<file path="src/verilog/bridge_diag_cfg.svh">
`ifndef BRIDGE_DIAG_CFG_SVH
`define BRIDGE_DIAG_CFG_SVH

// serial word layout
`define FRAME_BITS 5'd16
`define WORD_ADDR_HI 15
`define WORD_ADDR_LO 12
`define WORD_WRITE_BIT 11
`define DATA_FIELD 16'h07fe

// register numbers
`define ADDR_CONFIG5 4'h5
`define ADDR_VERIFY_SUPPLY 4'h6
`define ADDR_VERIFY_BRIDGE 4'h7
`define ADDR_RESULT_CONNECT 4'h8
`define ADDR_RESULT_STATE 4'h9
`define ADDR_MASK_GATE 4'ha
`define ADDR_MASK_SUPPLY_DRAIN 4'hb
`define ADDR_FLAGS_GATE 4'hc
`define ADDR_FLAGS_REG_DRAIN 4'hd
`define ADDR_FLAGS_SUPPLY_LOAD 4'he
`define ADDR_BRIDGE_CONTROL 4'hf

// writable field masks
`define WMASK_VERIFY_SUPPLY 16'h07f8
`define WMASK_VERIFY_BRIDGE 16'h07de
`define TEST_BITS_BRIDGE 16'h03de
`define WMASK_MASK_GATE 16'h019e
`define WMASK_MASK_SUPPLY_DRAIN 16'h079e
`define WMASK_CONTROL 16'h019e

// field positions
`define OFFSTATE_OL_DISABLE_BIT 9
`define OPENLOAD_PHASE_SELECT_BIT 10
`define CTRL_BOOT_MGR_DISABLE_BIT 8
`define CTRL_STOP_ON_FAIL_BIT 7

// reset values
`define CONTROL_RESET 16'h0080
`define ZERO_WORD 16'h0000

// latched fault vector positions
`define FLT_W 19
`define FI_REG_OVER 8
`define FI_REG_UNDER 9
`define FI_SUP_OVER 10
`define FI_SUP_UNDER 11
`define FI_BOOT_A 12
`define FI_BOOT_B 13
`define FI_OC_A 14
`define FI_OC_B 15
`define FI_OPEN_LOAD 16
`define FI_TEMP_WARN 17
`define FI_LOGIC_OVER 18

`endif

</file>
<file path="src/verilog/bridge_diag_pkg.sv">
package bridge_diag_pkg;

    typedef logic [15:0] word_t;

    typedef enum logic {
        RESP_STATUS = 1'b0,
        RESP_REG = 1'b1
    } resp_kind_t;

    // value of bit 0 that gives the whole word an odd count of ones
    function automatic logic odd_fill(input logic [15:1] d);
        return ~(^d);
    endfunction

endpackage

</file>
<file path="src/verilog/bridge_diag_regs.sv">
`timescale 1ns/1ps
`include "bridge_diag_cfg.svh"
// Overview of operation
// RQ1 - off-state open load runs unless disable set
// RQ2 - every serial word carries odd parity bit
// RQ3 - supply verify bits activate monitor checks
// RQ4 - bridge verify bit write activates and initiates
// RQ5 - phase select picks open load phase
// RQ6 - connect result register read-only, detected as 1
// RQ7 - state result register read-only, reset zero
// RQ8 - gate mask bit 1 suppresses its fault
// RQ9 - supply drain mask bit 1 suppresses fault
// RQ10 - gate flags register shows gate undervoltage faults
// RQ11 - regulator drain flags register shows faults
// RQ12 - supply load flags register shows faults
// RQ13 - bootstrap manager active while disable bit 0
// RQ14 - stop on fail halts bridge on fault
// RQ15 - control holds four gate drive commands
// RQ16 - status word bit positions as listed
// RQ17 - status resets flag and reset bits set
// RQ18 - status bits read-only, 1 means fault
// RQ19 - summary status bits from diagnostic flags
// RQ20 - address high nibble, bit 11 writes, RO ignored
module bridge_diag_regs
(
    // clock and reset
    input wire logic i_ref_clk,
    input wire logic i_rst_n,
    // serial link
    input wire logic i_strobe_n,
    input wire logic i_sck,
    input wire logic i_sdi,
    output logic o_sdo,
    output logic o_sdo_en,
    // fault monitors: index 0 a low, 1 a high, 2 b low, 3 b high
    input wire logic [3:0] i_gate_under,
    input wire logic [3:0] i_drain_over,
    input wire logic i_regulator_over,
    input wire logic i_regulator_under,
    input wire logic i_supply_over,
    input wire logic i_supply_under,
    input wire logic i_a_bootstrap_under,
    input wire logic i_b_bootstrap_under,
    input wire logic i_a_overcurrent,
    input wire logic i_b_overcurrent,
    input wire logic i_open_load,
    input wire logic i_temp_warning,
    input wire logic i_logic_over,
    input wire logic i_overtemp,
    input wire logic i_watchdog_timeout,
    // verification results: pbc, pac, vbr, lsd1, lsd0 / sbs, sas, sad
    input wire logic [4:0] i_verify_connect,
    input wire logic [2:0] i_verify_state,
    // verification controls
    output logic [7:0] o_verify_supply,
    output logic [8:0] o_verify_bridge,
    output logic o_verify_start,
    output logic o_openload_phase_b,
    output logic o_offstate_openload_run,
    // bridge controls: b high, b low, a high, a low
    output logic o_bootstrap_manager_enable,
    output logic o_bridge_stop,
    output logic [3:0] o_gate_drive
);
    import bridge_diag_pkg::*;

    word_t verify_command_supply;
    word_t verify_command_bridge;
    word_t verify_result_connect;
    word_t verify_result_state;
    word_t fault_mask_gate;
    word_t fault_mask_supply_drain;
    word_t bridge_control;
    word_t status_word;
    word_t read_data;
    word_t tx_word;
    word_t rx_word;
    word_t shown;
    logic [3:0] resp_addr;
    logic [3:0] shown_addr;
    resp_kind_t resp_kind;
    resp_kind_t shown_kind;
    logic por;
    logic serial_error;
    logic frame_start;
    logic frame_done;
    logic frame_ok;
    logic wr_ok;
    logic [3:0] rx_addr;
    logic any_fault;
    logic [`FLT_W-1:0] raw;
    logic [`FLT_W-1:0] mask_vec;
    logic [`FLT_W-1:0] clr;
    logic [`FLT_W-1:0] flt;

    serial_port u_serial
    (
        .i_ref_clk(i_ref_clk),
        .i_rst_n(i_rst_n),
        .i_strobe_n(i_strobe_n),
        .i_sck(i_sck),
        .i_sdi(i_sdi),
        .o_sdo(o_sdo),
        .o_sdo_en(o_sdo_en),
        .i_tx_word(tx_word),
        .o_frame_start(frame_start),
        .o_frame_done(frame_done),
        .o_frame_ok(frame_ok),
        .o_rx_word(rx_word)
    );

    fault_latch u_faults
    (
        .i_ref_clk(i_ref_clk),
        .i_rst_n(i_rst_n),
        .i_raw(raw),
        .i_mask(mask_vec),
        .i_clear(clr),
        .o_flags(flt)
    );

    assign rx_addr = rx_word[`WORD_ADDR_HI:`WORD_ADDR_LO];
    assign wr_ok = frame_done & frame_ok & rx_word[`WORD_WRITE_BIT]; // [RQ20]

    assign raw = {i_logic_over, i_temp_warning, i_open_load,
                  i_b_overcurrent, i_a_overcurrent,
                  i_b_bootstrap_under, i_a_bootstrap_under,
                  i_supply_under, i_supply_over,
                  i_regulator_under, i_regulator_over,
                  i_drain_over, i_gate_under};

    // route each mask bit onto the faults it covers
    assign mask_vec = {fault_mask_supply_drain[7], fault_mask_gate[7],
                       3'b000,
                       {2{fault_mask_gate[8]}},
                       {2{fault_mask_supply_drain[8]}},
                       fault_mask_supply_drain[9],
                       fault_mask_supply_drain[10],
                       fault_mask_supply_drain[4:1],
                       fault_mask_gate[4:1]}; // [RQ8] [RQ9]

    assign any_fault = (|flt) | i_overtemp;

    // summary bits, 1 means a fault is present
    always_comb
    begin
        status_word = 16'h0000;
        status_word[14] = por;
        status_word[13] = serial_error;
        status_word[11] = i_overtemp;
        status_word[10] = flt[`FI_TEMP_WARN];
        status_word[9] = flt[`FI_SUP_OVER] | flt[`FI_SUP_UNDER]; // [RQ19]
        status_word[8] = flt[`FI_LOGIC_OVER];
        status_word[7] = i_watchdog_timeout;
        status_word[6] = flt[`FI_REG_OVER] | flt[`FI_REG_UNDER]; // [RQ19]
        status_word[4] = flt[`FI_OC_A] | flt[`FI_OC_B]
                         | flt[`FI_OPEN_LOAD]; // [RQ19]
        status_word[3] = flt[`FI_BOOT_A] | flt[`FI_BOOT_B]; // [RQ19]
        status_word[2] = |flt[3:0]; // [RQ19]
        status_word[1] = |flt[7:4]; // [RQ19]
        status_word[15] = |status_word[14:1]; // [RQ16] [RQ18]
    end

    // register contents as read back
    always_comb
    begin
        read_data = 16'h0000;
        case (resp_addr)
            `ADDR_CONFIG5:
                read_data[`OFFSTATE_OL_DISABLE_BIT] = ~o_offstate_openload_run;
            `ADDR_VERIFY_SUPPLY: read_data = verify_command_supply;
            `ADDR_VERIFY_BRIDGE: read_data = verify_command_bridge;
            `ADDR_RESULT_CONNECT: read_data = verify_result_connect; // [RQ6]
            `ADDR_RESULT_STATE: read_data = verify_result_state; // [RQ7]
            `ADDR_MASK_GATE: read_data = fault_mask_gate;
            `ADDR_MASK_SUPPLY_DRAIN: read_data = fault_mask_supply_drain;
            `ADDR_FLAGS_GATE: read_data[4:1] = flt[3:0]; // [RQ10]
            `ADDR_FLAGS_REG_DRAIN:
                read_data = {5'b00000, flt[`FI_REG_OVER], flt[`FI_REG_UNDER],
                             4'h0, flt[7:4], 1'b0}; // [RQ11]
            `ADDR_FLAGS_SUPPLY_LOAD:
                read_data = {5'b00000, flt[`FI_SUP_OVER], flt[`FI_SUP_UNDER],
                             1'b0, flt[`FI_BOOT_B], flt[`FI_BOOT_A], 2'b00,
                             flt[`FI_OC_B], flt[`FI_OC_A],
                             flt[`FI_OPEN_LOAD], 1'b0}; // [RQ12]
            `ADDR_BRIDGE_CONTROL: read_data = bridge_control;
            default: read_data = 16'h0000;
        endcase
    end

    // outgoing word: status after writes and errors, else the register read
    always_comb
    begin
        tx_word = 16'h0000;
        unique case (resp_kind)
            RESP_STATUS: tx_word[15:1] = status_word[15:1]; // [RQ16]
            RESP_REG:
                tx_word[15:1] = {resp_addr, 1'b0, read_data[10:1]};
        endcase
        tx_word[0] = odd_fill(tx_word[15:1]); // [RQ2]
    end

    // flags shown in a good frame are cleared when it ends, except those only summed into a status summary bit
    always_comb
    begin
        clr = '0;
        if (frame_done && frame_ok)
        begin
            unique case (shown_kind)
                RESP_STATUS:
                begin
                    clr[`FI_TEMP_WARN] = shown[10];
                    clr[`FI_LOGIC_OVER] = shown[8];
                end
                RESP_REG:
                begin
                    if (shown_addr == `ADDR_FLAGS_GATE)
                    begin
                        clr[3:0] = shown[4:1];
                    end
                    if (shown_addr == `ADDR_FLAGS_REG_DRAIN)
                    begin
                        clr[7:4] = shown[4:1];
                        clr[`FI_REG_OVER] = shown[10];
                        clr[`FI_REG_UNDER] = shown[9];
                    end
                    if (shown_addr == `ADDR_FLAGS_SUPPLY_LOAD)
                    begin
                        clr[`FI_SUP_OVER] = shown[10];
                        clr[`FI_SUP_UNDER] = shown[9];
                        clr[`FI_BOOT_B] = shown[7];
                        clr[`FI_BOOT_A] = shown[6];
                        clr[`FI_OC_B] = shown[3];
                        clr[`FI_OC_A] = shown[2];
                        clr[`FI_OPEN_LOAD] = shown[1];
                    end
                end
            endcase
        end
    end

    // frame bookkeeping: what was sent and what is sent next
    always_ff @(posedge i_ref_clk or negedge i_rst_n)
    begin
        if (!i_rst_n)
        begin
            shown <= 16'h0000;
            shown_addr <= 4'h0;
            shown_kind <= RESP_STATUS;
            resp_addr <= 4'h0;
            resp_kind <= RESP_STATUS;
        end
        else if (frame_start)
        begin
            shown <= tx_word;
            shown_addr <= resp_addr;
            shown_kind <= resp_kind;
        end
        else if (frame_done)
        begin
            resp_addr <= rx_addr;
            if (frame_ok && !rx_word[`WORD_WRITE_BIT])
            begin
                resp_kind <= RESP_REG;
            end
            else
            begin
                resp_kind <= RESP_STATUS;
            end
        end
    end

    // reset and serial error bits, a new error beats the clear
    always_ff @(posedge i_ref_clk or negedge i_rst_n)
    begin
        if (!i_rst_n)
        begin
            por <= 1'b1; // [RQ17]
            serial_error <= 1'b0;
        end
        else if (frame_done)
        begin
            if (!frame_ok)
            begin
                serial_error <= 1'b1; // [RQ2]
            end
            else if (shown_kind == RESP_STATUS)
            begin
                por <= 1'b0;
                serial_error <= 1'b0;
            end
        end
    end

    // writable registers, read-only numbers fall through untouched
    always_ff @(posedge i_ref_clk or negedge i_rst_n)
    begin
        if (!i_rst_n)
        begin
            verify_command_supply <= `ZERO_WORD;
            verify_command_bridge <= `ZERO_WORD;
            fault_mask_gate <= `ZERO_WORD;
            fault_mask_supply_drain <= `ZERO_WORD;
            bridge_control <= `CONTROL_RESET; // [RQ17]
            o_offstate_openload_run <= 1'b1;
        end
        else if (wr_ok)
        begin
            case (rx_addr) // [RQ20]
                `ADDR_CONFIG5:
                    o_offstate_openload_run <=
                        ~rx_word[`OFFSTATE_OL_DISABLE_BIT]; // [RQ1]
                `ADDR_VERIFY_SUPPLY:
                    verify_command_supply <=
                        rx_word & `WMASK_VERIFY_SUPPLY; // [RQ3]
                `ADDR_VERIFY_BRIDGE:
                    verify_command_bridge <=
                        rx_word & `WMASK_VERIFY_BRIDGE; // [RQ4]
                `ADDR_MASK_GATE:
                    fault_mask_gate <= rx_word & `WMASK_MASK_GATE; // [RQ8]
                `ADDR_MASK_SUPPLY_DRAIN:
                    fault_mask_supply_drain <=
                        rx_word & `WMASK_MASK_SUPPLY_DRAIN; // [RQ9]
                `ADDR_BRIDGE_CONTROL:
                    bridge_control <= rx_word & `WMASK_CONTROL; // [RQ15]
                default:
                begin
                end
            endcase
        end
    end

    // verification results follow the monitors every cycle
    always_ff @(posedge i_ref_clk or negedge i_rst_n)
    begin
        if (!i_rst_n)
        begin
            verify_result_connect <= `ZERO_WORD;
            verify_result_state <= `ZERO_WORD;
        end
        else
        begin
            verify_result_connect <= {9'h000, i_verify_connect[4:2], 1'b0,
                                      i_verify_connect[1:0], 1'b0}; // [RQ6]
            verify_result_state <= {10'h000, i_verify_state[2:1], 2'b00,
                                    i_verify_state[0], 1'b0}; // [RQ7]
        end
    end

    // a write carrying any bridge test bit launches the check
    always_ff @(posedge i_ref_clk or negedge i_rst_n)
    begin
        if (!i_rst_n)
        begin
            o_verify_start <= 1'b0;
        end
        else
        begin
            o_verify_start <= wr_ok && rx_addr == `ADDR_VERIFY_BRIDGE
                              && |(rx_word & `TEST_BITS_BRIDGE); // [RQ4]
        end
    end

    assign o_verify_supply = verify_command_supply[10:3]; // [RQ3]
    assign o_verify_bridge = {verify_command_bridge[9:6],
                              verify_command_bridge[4:1], 1'b0}; // [RQ4]
    assign o_openload_phase_b =
        verify_command_bridge[`OPENLOAD_PHASE_SELECT_BIT]; // [RQ5]

    // bridge drive, halted on a fault while stop on fail is set
    always_ff @(posedge i_ref_clk or negedge i_rst_n)
    begin
        if (!i_rst_n)
        begin
            o_bootstrap_manager_enable <= 1'b1;
            o_bridge_stop <= 1'b0;
            o_gate_drive <= 4'h0;
        end
        else
        begin
            o_bootstrap_manager_enable <=
                ~bridge_control[`CTRL_BOOT_MGR_DISABLE_BIT]; // [RQ13]
            o_bridge_stop <= bridge_control[`CTRL_STOP_ON_FAIL_BIT]
                             & any_fault; // [RQ14]
            if (bridge_control[`CTRL_STOP_ON_FAIL_BIT] && any_fault)
            begin
                o_gate_drive <= 4'h0; // [RQ14]
            end
            else
            begin
                o_gate_drive <= bridge_control[4:1]; // [RQ15]
            end
        end
    end
endmodule

</file>
<file path="src/verilog/serial_port.sv">
`timescale 1ns/1ps
`include "bridge_diag_cfg.svh"
module serial_port
(
    // clock and reset
    input wire logic i_ref_clk,
    input wire logic i_rst_n,
    // serial pins
    input wire logic i_strobe_n,
    input wire logic i_sck,
    input wire logic i_sdi,
    output logic o_sdo,
    output logic o_sdo_en,
    // word side
    input wire bridge_diag_pkg::word_t i_tx_word,
    output logic o_frame_start,
    output logic o_frame_done,
    output logic o_frame_ok,
    output bridge_diag_pkg::word_t o_rx_word
);
    import bridge_diag_pkg::*;

    logic strobe_q;
    logic sck_q;
    logic [4:0] bit_count;
    word_t tx_shift;

    assign o_frame_start = strobe_q & ~i_strobe_n;
    assign o_frame_done = ~strobe_q & i_strobe_n;
    // exactly sixteen clocks and odd parity over the word
    assign o_frame_ok = (bit_count == `FRAME_BITS) & (^o_rx_word); // [RQ2]
    assign o_sdo = tx_shift[15];

    always_ff @(posedge i_ref_clk or negedge i_rst_n)
    begin
        if (!i_rst_n)
        begin
            strobe_q <= 1'b1;
            sck_q <= 1'b0;
            o_sdo_en <= 1'b0;
        end
        else
        begin
            strobe_q <= i_strobe_n;
            sck_q <= i_sck;
            o_sdo_en <= ~i_strobe_n;
        end
    end

    // receive on rising clock edge, count saturates past the frame size
    always_ff @(posedge i_ref_clk or negedge i_rst_n)
    begin
        if (!i_rst_n)
        begin
            bit_count <= 5'h00;
            o_rx_word <= 16'h0000;
        end
        else if (o_frame_start)
        begin
            bit_count <= 5'h00;
        end
        else if (!i_strobe_n && !sck_q && i_sck)
        begin
            o_rx_word <= {o_rx_word[14:0], i_sdi};
            if (bit_count != 5'h1f)
            begin
                bit_count <= bit_count + 5'h01;
            end
        end
    end

    // transmit shifts on falling clock edge
    always_ff @(posedge i_ref_clk or negedge i_rst_n)
    begin
        if (!i_rst_n)
        begin
            tx_shift <= 16'h0000;
        end
        else if (o_frame_start)
        begin
            tx_shift <= i_tx_word;
        end
        else if (!i_strobe_n && sck_q && !i_sck)
        begin
            tx_shift <= {tx_shift[14:0], 1'b0};
        end
    end
endmodule

</file>
<file path="src/verilog/fault_latch.sv">
`timescale 1ns/1ps
`include "bridge_diag_cfg.svh"
module fault_latch
(
    // clock and reset
    input wire logic i_ref_clk,
    input wire logic i_rst_n,
    // fault events, masks and read clears
    input wire logic [`FLT_W-1:0] i_raw,
    input wire logic [`FLT_W-1:0] i_mask,
    input wire logic [`FLT_W-1:0] i_clear,
    output logic [`FLT_W-1:0] o_flags
);
    import bridge_diag_pkg::*;

    genvar g;
    generate
        for (g = 0; g < `FLT_W; g++)
        begin : g_bit
            logic set;
            // a masked fault is never detected
            assign set = i_raw[g] & ~i_mask[g]; // [RQ8] [RQ9]
            // a new event beats a read clear in the same cycle
            always_ff @(posedge i_ref_clk or negedge i_rst_n)
            begin
                if (!i_rst_n)
                begin
                    o_flags[g] <= 1'b0;
                end
                else
                begin
                    o_flags[g] <= set | (o_flags[g] & ~i_clear[g]);
                end
            end

        end
    endgenerate
endmodule

</file>
<file path="config.mk">
export PLATFORM = sky130hd
export DESIGN_NAME = bridge_diag_regs
export DESIGN_NICKNAME = d
export VERILOG_FILES = /design/src/verilog/bridge_diag_pkg.sv /design/src/verilog/bridge_diag_regs.sv /design/src/verilog/serial_port.sv /design/src/verilog/fault_latch.sv
export VERILOG_INCLUDE_DIRS = /design/src /design/src/verilog
export SDC_FILE = /design/constraint.sdc
export NUM_CORES = 1
export LEC_CHECK = 0
export BUFFER_PORTS_ARGS = -buffer_cell sky130_fd_sc_hd__buf_2
export CAP_MARGIN = 5
export CORE_UTILIZATION = 37
export DETAILED_ROUTE_END_ITERATION = 12
export PLACE_DENSITY = 0.52
export SYNTH_ARGS = -nofsm -noshare
export SYNTH_HDL_FRONTEND = slang
export SYNTH_SLANG_ARGS = --single-unit
</file>
<file path="constraint.sdc">
create_clock -name i_ref_clk -period 2.95 [get_ports i_ref_clk]
set_clock_uncertainty 0.1 [all_clocks]
set_input_delay 0.59 -clock i_ref_clk [delete_from_list [all_inputs] [get_ports i_ref_clk]]
set_output_delay 0.59 -clock i_ref_clk [all_outputs]
set_load 0.1 [all_outputs]
</file>
==> Implementation_results.wiki <==
{| class="wikitable"
! Metric !! Value
|-
| Final GP Congestion || 0.905
|-
| Flip-flop and latch area || 0.00333 mm2
|-
| Met2 Wirelength || 8450 um
|-
| Antenna Diode Count || 0
|-
| Area of the core || 0.0172 mm2
|-
| Hold Path Class || in2async
|-
| Crit end category || flop
|-
| Residual antenna-violating net count after detailed routing || 0
|-
| Synthesis-to-layout area growth || 19.0%
|-
| Number of buffers between clock root and the deepest sink || 2
|-
| Slew headroom || 62.1%
|-
| Top area cells in the synthesized netlist || dfrtp_1 49%, mux2_2 5.2%, nand2_1 3.9%, o21ai_0 3.7%, mux2i_1 2.6%
|-
| Flip-flop cell with the highest count after synthesis || dfrtp_1
|-
| Crit Reg-Reg Startpoint || u_serial.o_rx_word[14]
|-
| Post-Syn Area || 0.00648 mm2
|-
| Critical setup path kind || reg2reg
|-
| Final Core Density || 44.9%
|-
| Antenna violations before repair || 0
|-
| R2r worst-path depth || 10
|-
| Worst r2r dst || u_faults.o_flags[2]
|-
| Unrepaired setup endpoints after global routing || false
|-
| Total length of routed met3 wires || 592 um
|-
| # fillers || 1691
|-
| TritonRoute pass-1 iters || 9
|-
| Num ports || 62
|-
| Clock root buffer || clkbuf_16
|-
| Wire length after detailed routing || 17500 um
|-
| Max-cap viol count || 0
|-
| Number of flops mapped to enable cells by yosys || 0
|-
| Min Tclk post-route || 2780 ps
|-
| Inserted Clock Buffers || 17
|-
| Run status || finished, violations left
|-
| Worst IR drop on VDD || 457 uV
|-
| M1 WL || 7930 um
|-
| Number of flip-flops and latches in the synthesized netlist || 133
|-
| Drc violations || 2
|-
| Vias after detailed routing || 4780
|-
| Cell type contributing the most total cell area after synthesis || dfrtp_1
|-
| Post-synthesis cell type count || 80
|-
| H-tree levels || 4
|-
| Leakage power figure || 3.49 nW
|-
| Share of flip-flops with an asynchronous set or reset after synthesis || 100%
|-
| Die area || 0.0181 mm2
|-
| Gate count after technology mapping || 595
|-
| Die H || 134 um
|-
| # setup viols final || 0
|-
| Half-perimeter wire length after placement || 13100 um
|-
| Clock-pin slew on the worst setup and hold paths || 60 ps
|-
| Number of rows in the core area || 48
|-
| IO Port Bufs || 60
|-
| Violations in the final reports || DRC
|-
| Mean routed wirelength per cell || 19.2 um
|-
| Post-Syn Area per Cell || 10.9 um2
|-
| Worst hold slack || 32.5 ps
|-
| Fraction of layout cells with a size suffix above 1 || 26.5%
|-
| Worst path arrival time || 3000 ps
|-
| Synth warn || 0
|-
| Clock latency on the worst-skew pair || 430 ps
|-
| Kind of start point of the critical path || flop
|-
| Setup tns final || 0 ps
|-
| Fin. Hold Viols || 0
|-
| Most used standard cells in the synthesized netlist || 128 x dfrtp_1, 67 x nand2_1, 48 x o21ai_0, 40 x inv_1, 30 x mux2_2
|-
| Biggest fanout along the worst timing path || 4
|-
| Max Clk Rate || 359 MHz
|-
| Transition time at the pin with the least slew margin || 569 ps
|-
| Area fraction of the dominant cell type after synthesis || 49.4%
|-
| Initial standard-cell utilization of the core || 37.7%
|-
| Largest net degree at the start of global routing || 60
|-
| Count leader, synth || dfrtp_1
|-
| Clock tree from TritonCTS || yes
|-
| Highest routed metal layer || met4
|-
| Number of nets in the layout || 718
|-
| Slew Viols, Final || 0
|-
| Non-filler instance count after layout || 911
|-
| Required time worst endpoint || 3160 ps
|-
| Gr usage total || 21.0%
|-
| Number of global-route vias before repair || 5082
|-
| Dpl cells || 879
|-
| DRT iter0 DRCs || 244
|-
| Grt total ovfl || 0
|-
| Via density || 5.25
|-
| Pwr/cell area || 689 mW/mm2
|-
| Global-route wire length before repair || 28300 um
|-
| Die Wd || 134 um
|-
| Total number of clock tree sinks || 133
|-
| Nets in the synthesized netlist || 640
|-
| Sequential cell area fraction in the yosys report || 51.4%
|-
| Share of the cycle needed by the critical path after routing || 94.3%
|-
| Area of the multi-input gates || 0.00283 mm2
|-
| Setup slack of the most critical reg-to-reg path || 170 ps
|}
==> report_power, final <==
| group | total, mW | switching (mW) | internal, mW |
|---|---|---|---|
| Combinational | 1.07 | 0.571 | 0.501 |
| Clock | 2.07 | 0.852 | 1.22 |
| Sequential | 2.17 | 0.201 | 1.97 |
| Total | 5.31 | 1.62 | 3.69 |
==> layer usage <==
metal | global-route usage (%) | up-vias
met5 | 0 | -
met4 | 9.61 | 0
met3 | 5.10 | 32
met2 | 33.8 | 99
met1 | 26.8 | 2410
li1 | - | 2239
==> per-stage QoR <==
stage	power, mW	setup slack (ps)	cell area, um2
floorplan	2.94	320	6480
detailed placement	3.26	103	7120
global placement	3.22	171	7120
CTS	5.35	88.4	7700
finish	5.31	168	7720
global route	5.56	13.3	7720
==> registers in the layout (all words and copies together), names as in the netlist, 3 cells and up <==
signal                   flops
shown                        9
resp_addr                    4
u_serial.bit_count           5
o_gate_drive                 4
verify_command_bridge        9
verify_result_connect        5
verify_result_state          3
fault_mask_supply_drain      8
u_serial.tx_shift           16
verify_command_supply        8
u_serial.o_rx_word          16
bridge_control               6
u_faults.o_flags            19
fault_mask_gate              6
shown_addr                   4
==> layout by cell type, fill, tap and decap left out, drive strengths merged, types with 3 or more instances in the layout <==
master | Yosys | routed
a22oi | 3 | 3
nand3 | 9 | 9
dfstp | 5 | 5
nand2 | 70 | 70
a21o | 7 | 7
buf | 20 | 89
o31ai | 3 | 3
nor4 | 5 | 5
nor2 | 22 | 22
mux2 | 42 | 42
clkbuf | 10 | 20
a22o | 11 | 11
a221o | 4 | 4
clkinv | 0 | 3
dfrtp | 128 | 128
inv | 41 | 44
nand4 | 6 | 6
xnor2 | 17 | 17
mux2i | 18 | 18
a21boi | 3 | 3
and3 | 5 | 5
a32oi | 4 | 4
nor2b | 9 | 9
o21ai | 58 | 58
xor2 | 4 | 4
and2 | 9 | 9
a211oi | 3 | 3
nor3 | 4 | 4
nand3b | 4 | 4
a21oi | 16 | 16
clkinvlp | 0 | 5
ha | 11 | 11
nand2b | 3 | 3
==> cell type report <==
| cell class | count | area share, % |
|---|---|---|
| well taps | 225 | 3.65 |
| multi-input cells | 391 | 36.7 |
| inverters | 41 | 1.99 |
| flip-flops and latches | 133 | 43.2 |
| repair buffers | 89 | 6.96 |
| clock inverters | 12 | 1.59 |
| clock buffers | 20 | 5.92 |
==> what timing repair did <==
item / 4_1_cts / 5_1_grt
gates resized for setup: 0 / 4
endpoints found under the setup margin: 0 / 31
buffers inserted: 0 / 0
hold buffers: 0 / 0
==> worst max-delay path: stages (launching register included) <==
cell	delay, ps
dfrtp_1	400
inv_1	100
ha_1	310
xnor2_1	200
xnor2_1	120
xnor3_1	360
and3_4	240
nand2_4	80
or4_4	530
o21ai_1	150
o21ai_1	80
==> how the worst max path moves through the flow <==
stage | cells after the start | start | to | slack, ps
2_1_floorplan | 10 | u_serial.o_rx_word[12] | verify_command_bridge[4] | 320
3_3_place_gp | 9 | u_serial.o_rx_word[9] | fault_mask_supply_drain[1] | 170
3_5_place_dp | 10 | u_serial.o_rx_word[12] | u_faults.o_flags[3] | 100
4_1_cts | 9 | u_serial.o_rx_word[12] | fault_mask_supply_drain[4] | 90
5_1_grt | 9 | resp_addr[3] | u_serial.tx_shift[0] | 10
6_report | 10 | u_serial.o_rx_word[14] | u_faults.o_flags[2] | 170
==> cells by family after synthesis <==
kind of cell / after synthesis / share of synthesized area, %
buf+inv: 71 / 5.25
flops: 133 / 51.4
xor+xnor: 23 / 3.76
fa+ha+maj: 11 / 2.12
simple gates: 163 / 13.4
mux: 60 / 10.1
compound gates: 133 / 13.8
other cells: 1 / 0.0578
(Power assumes the default switching activity.)
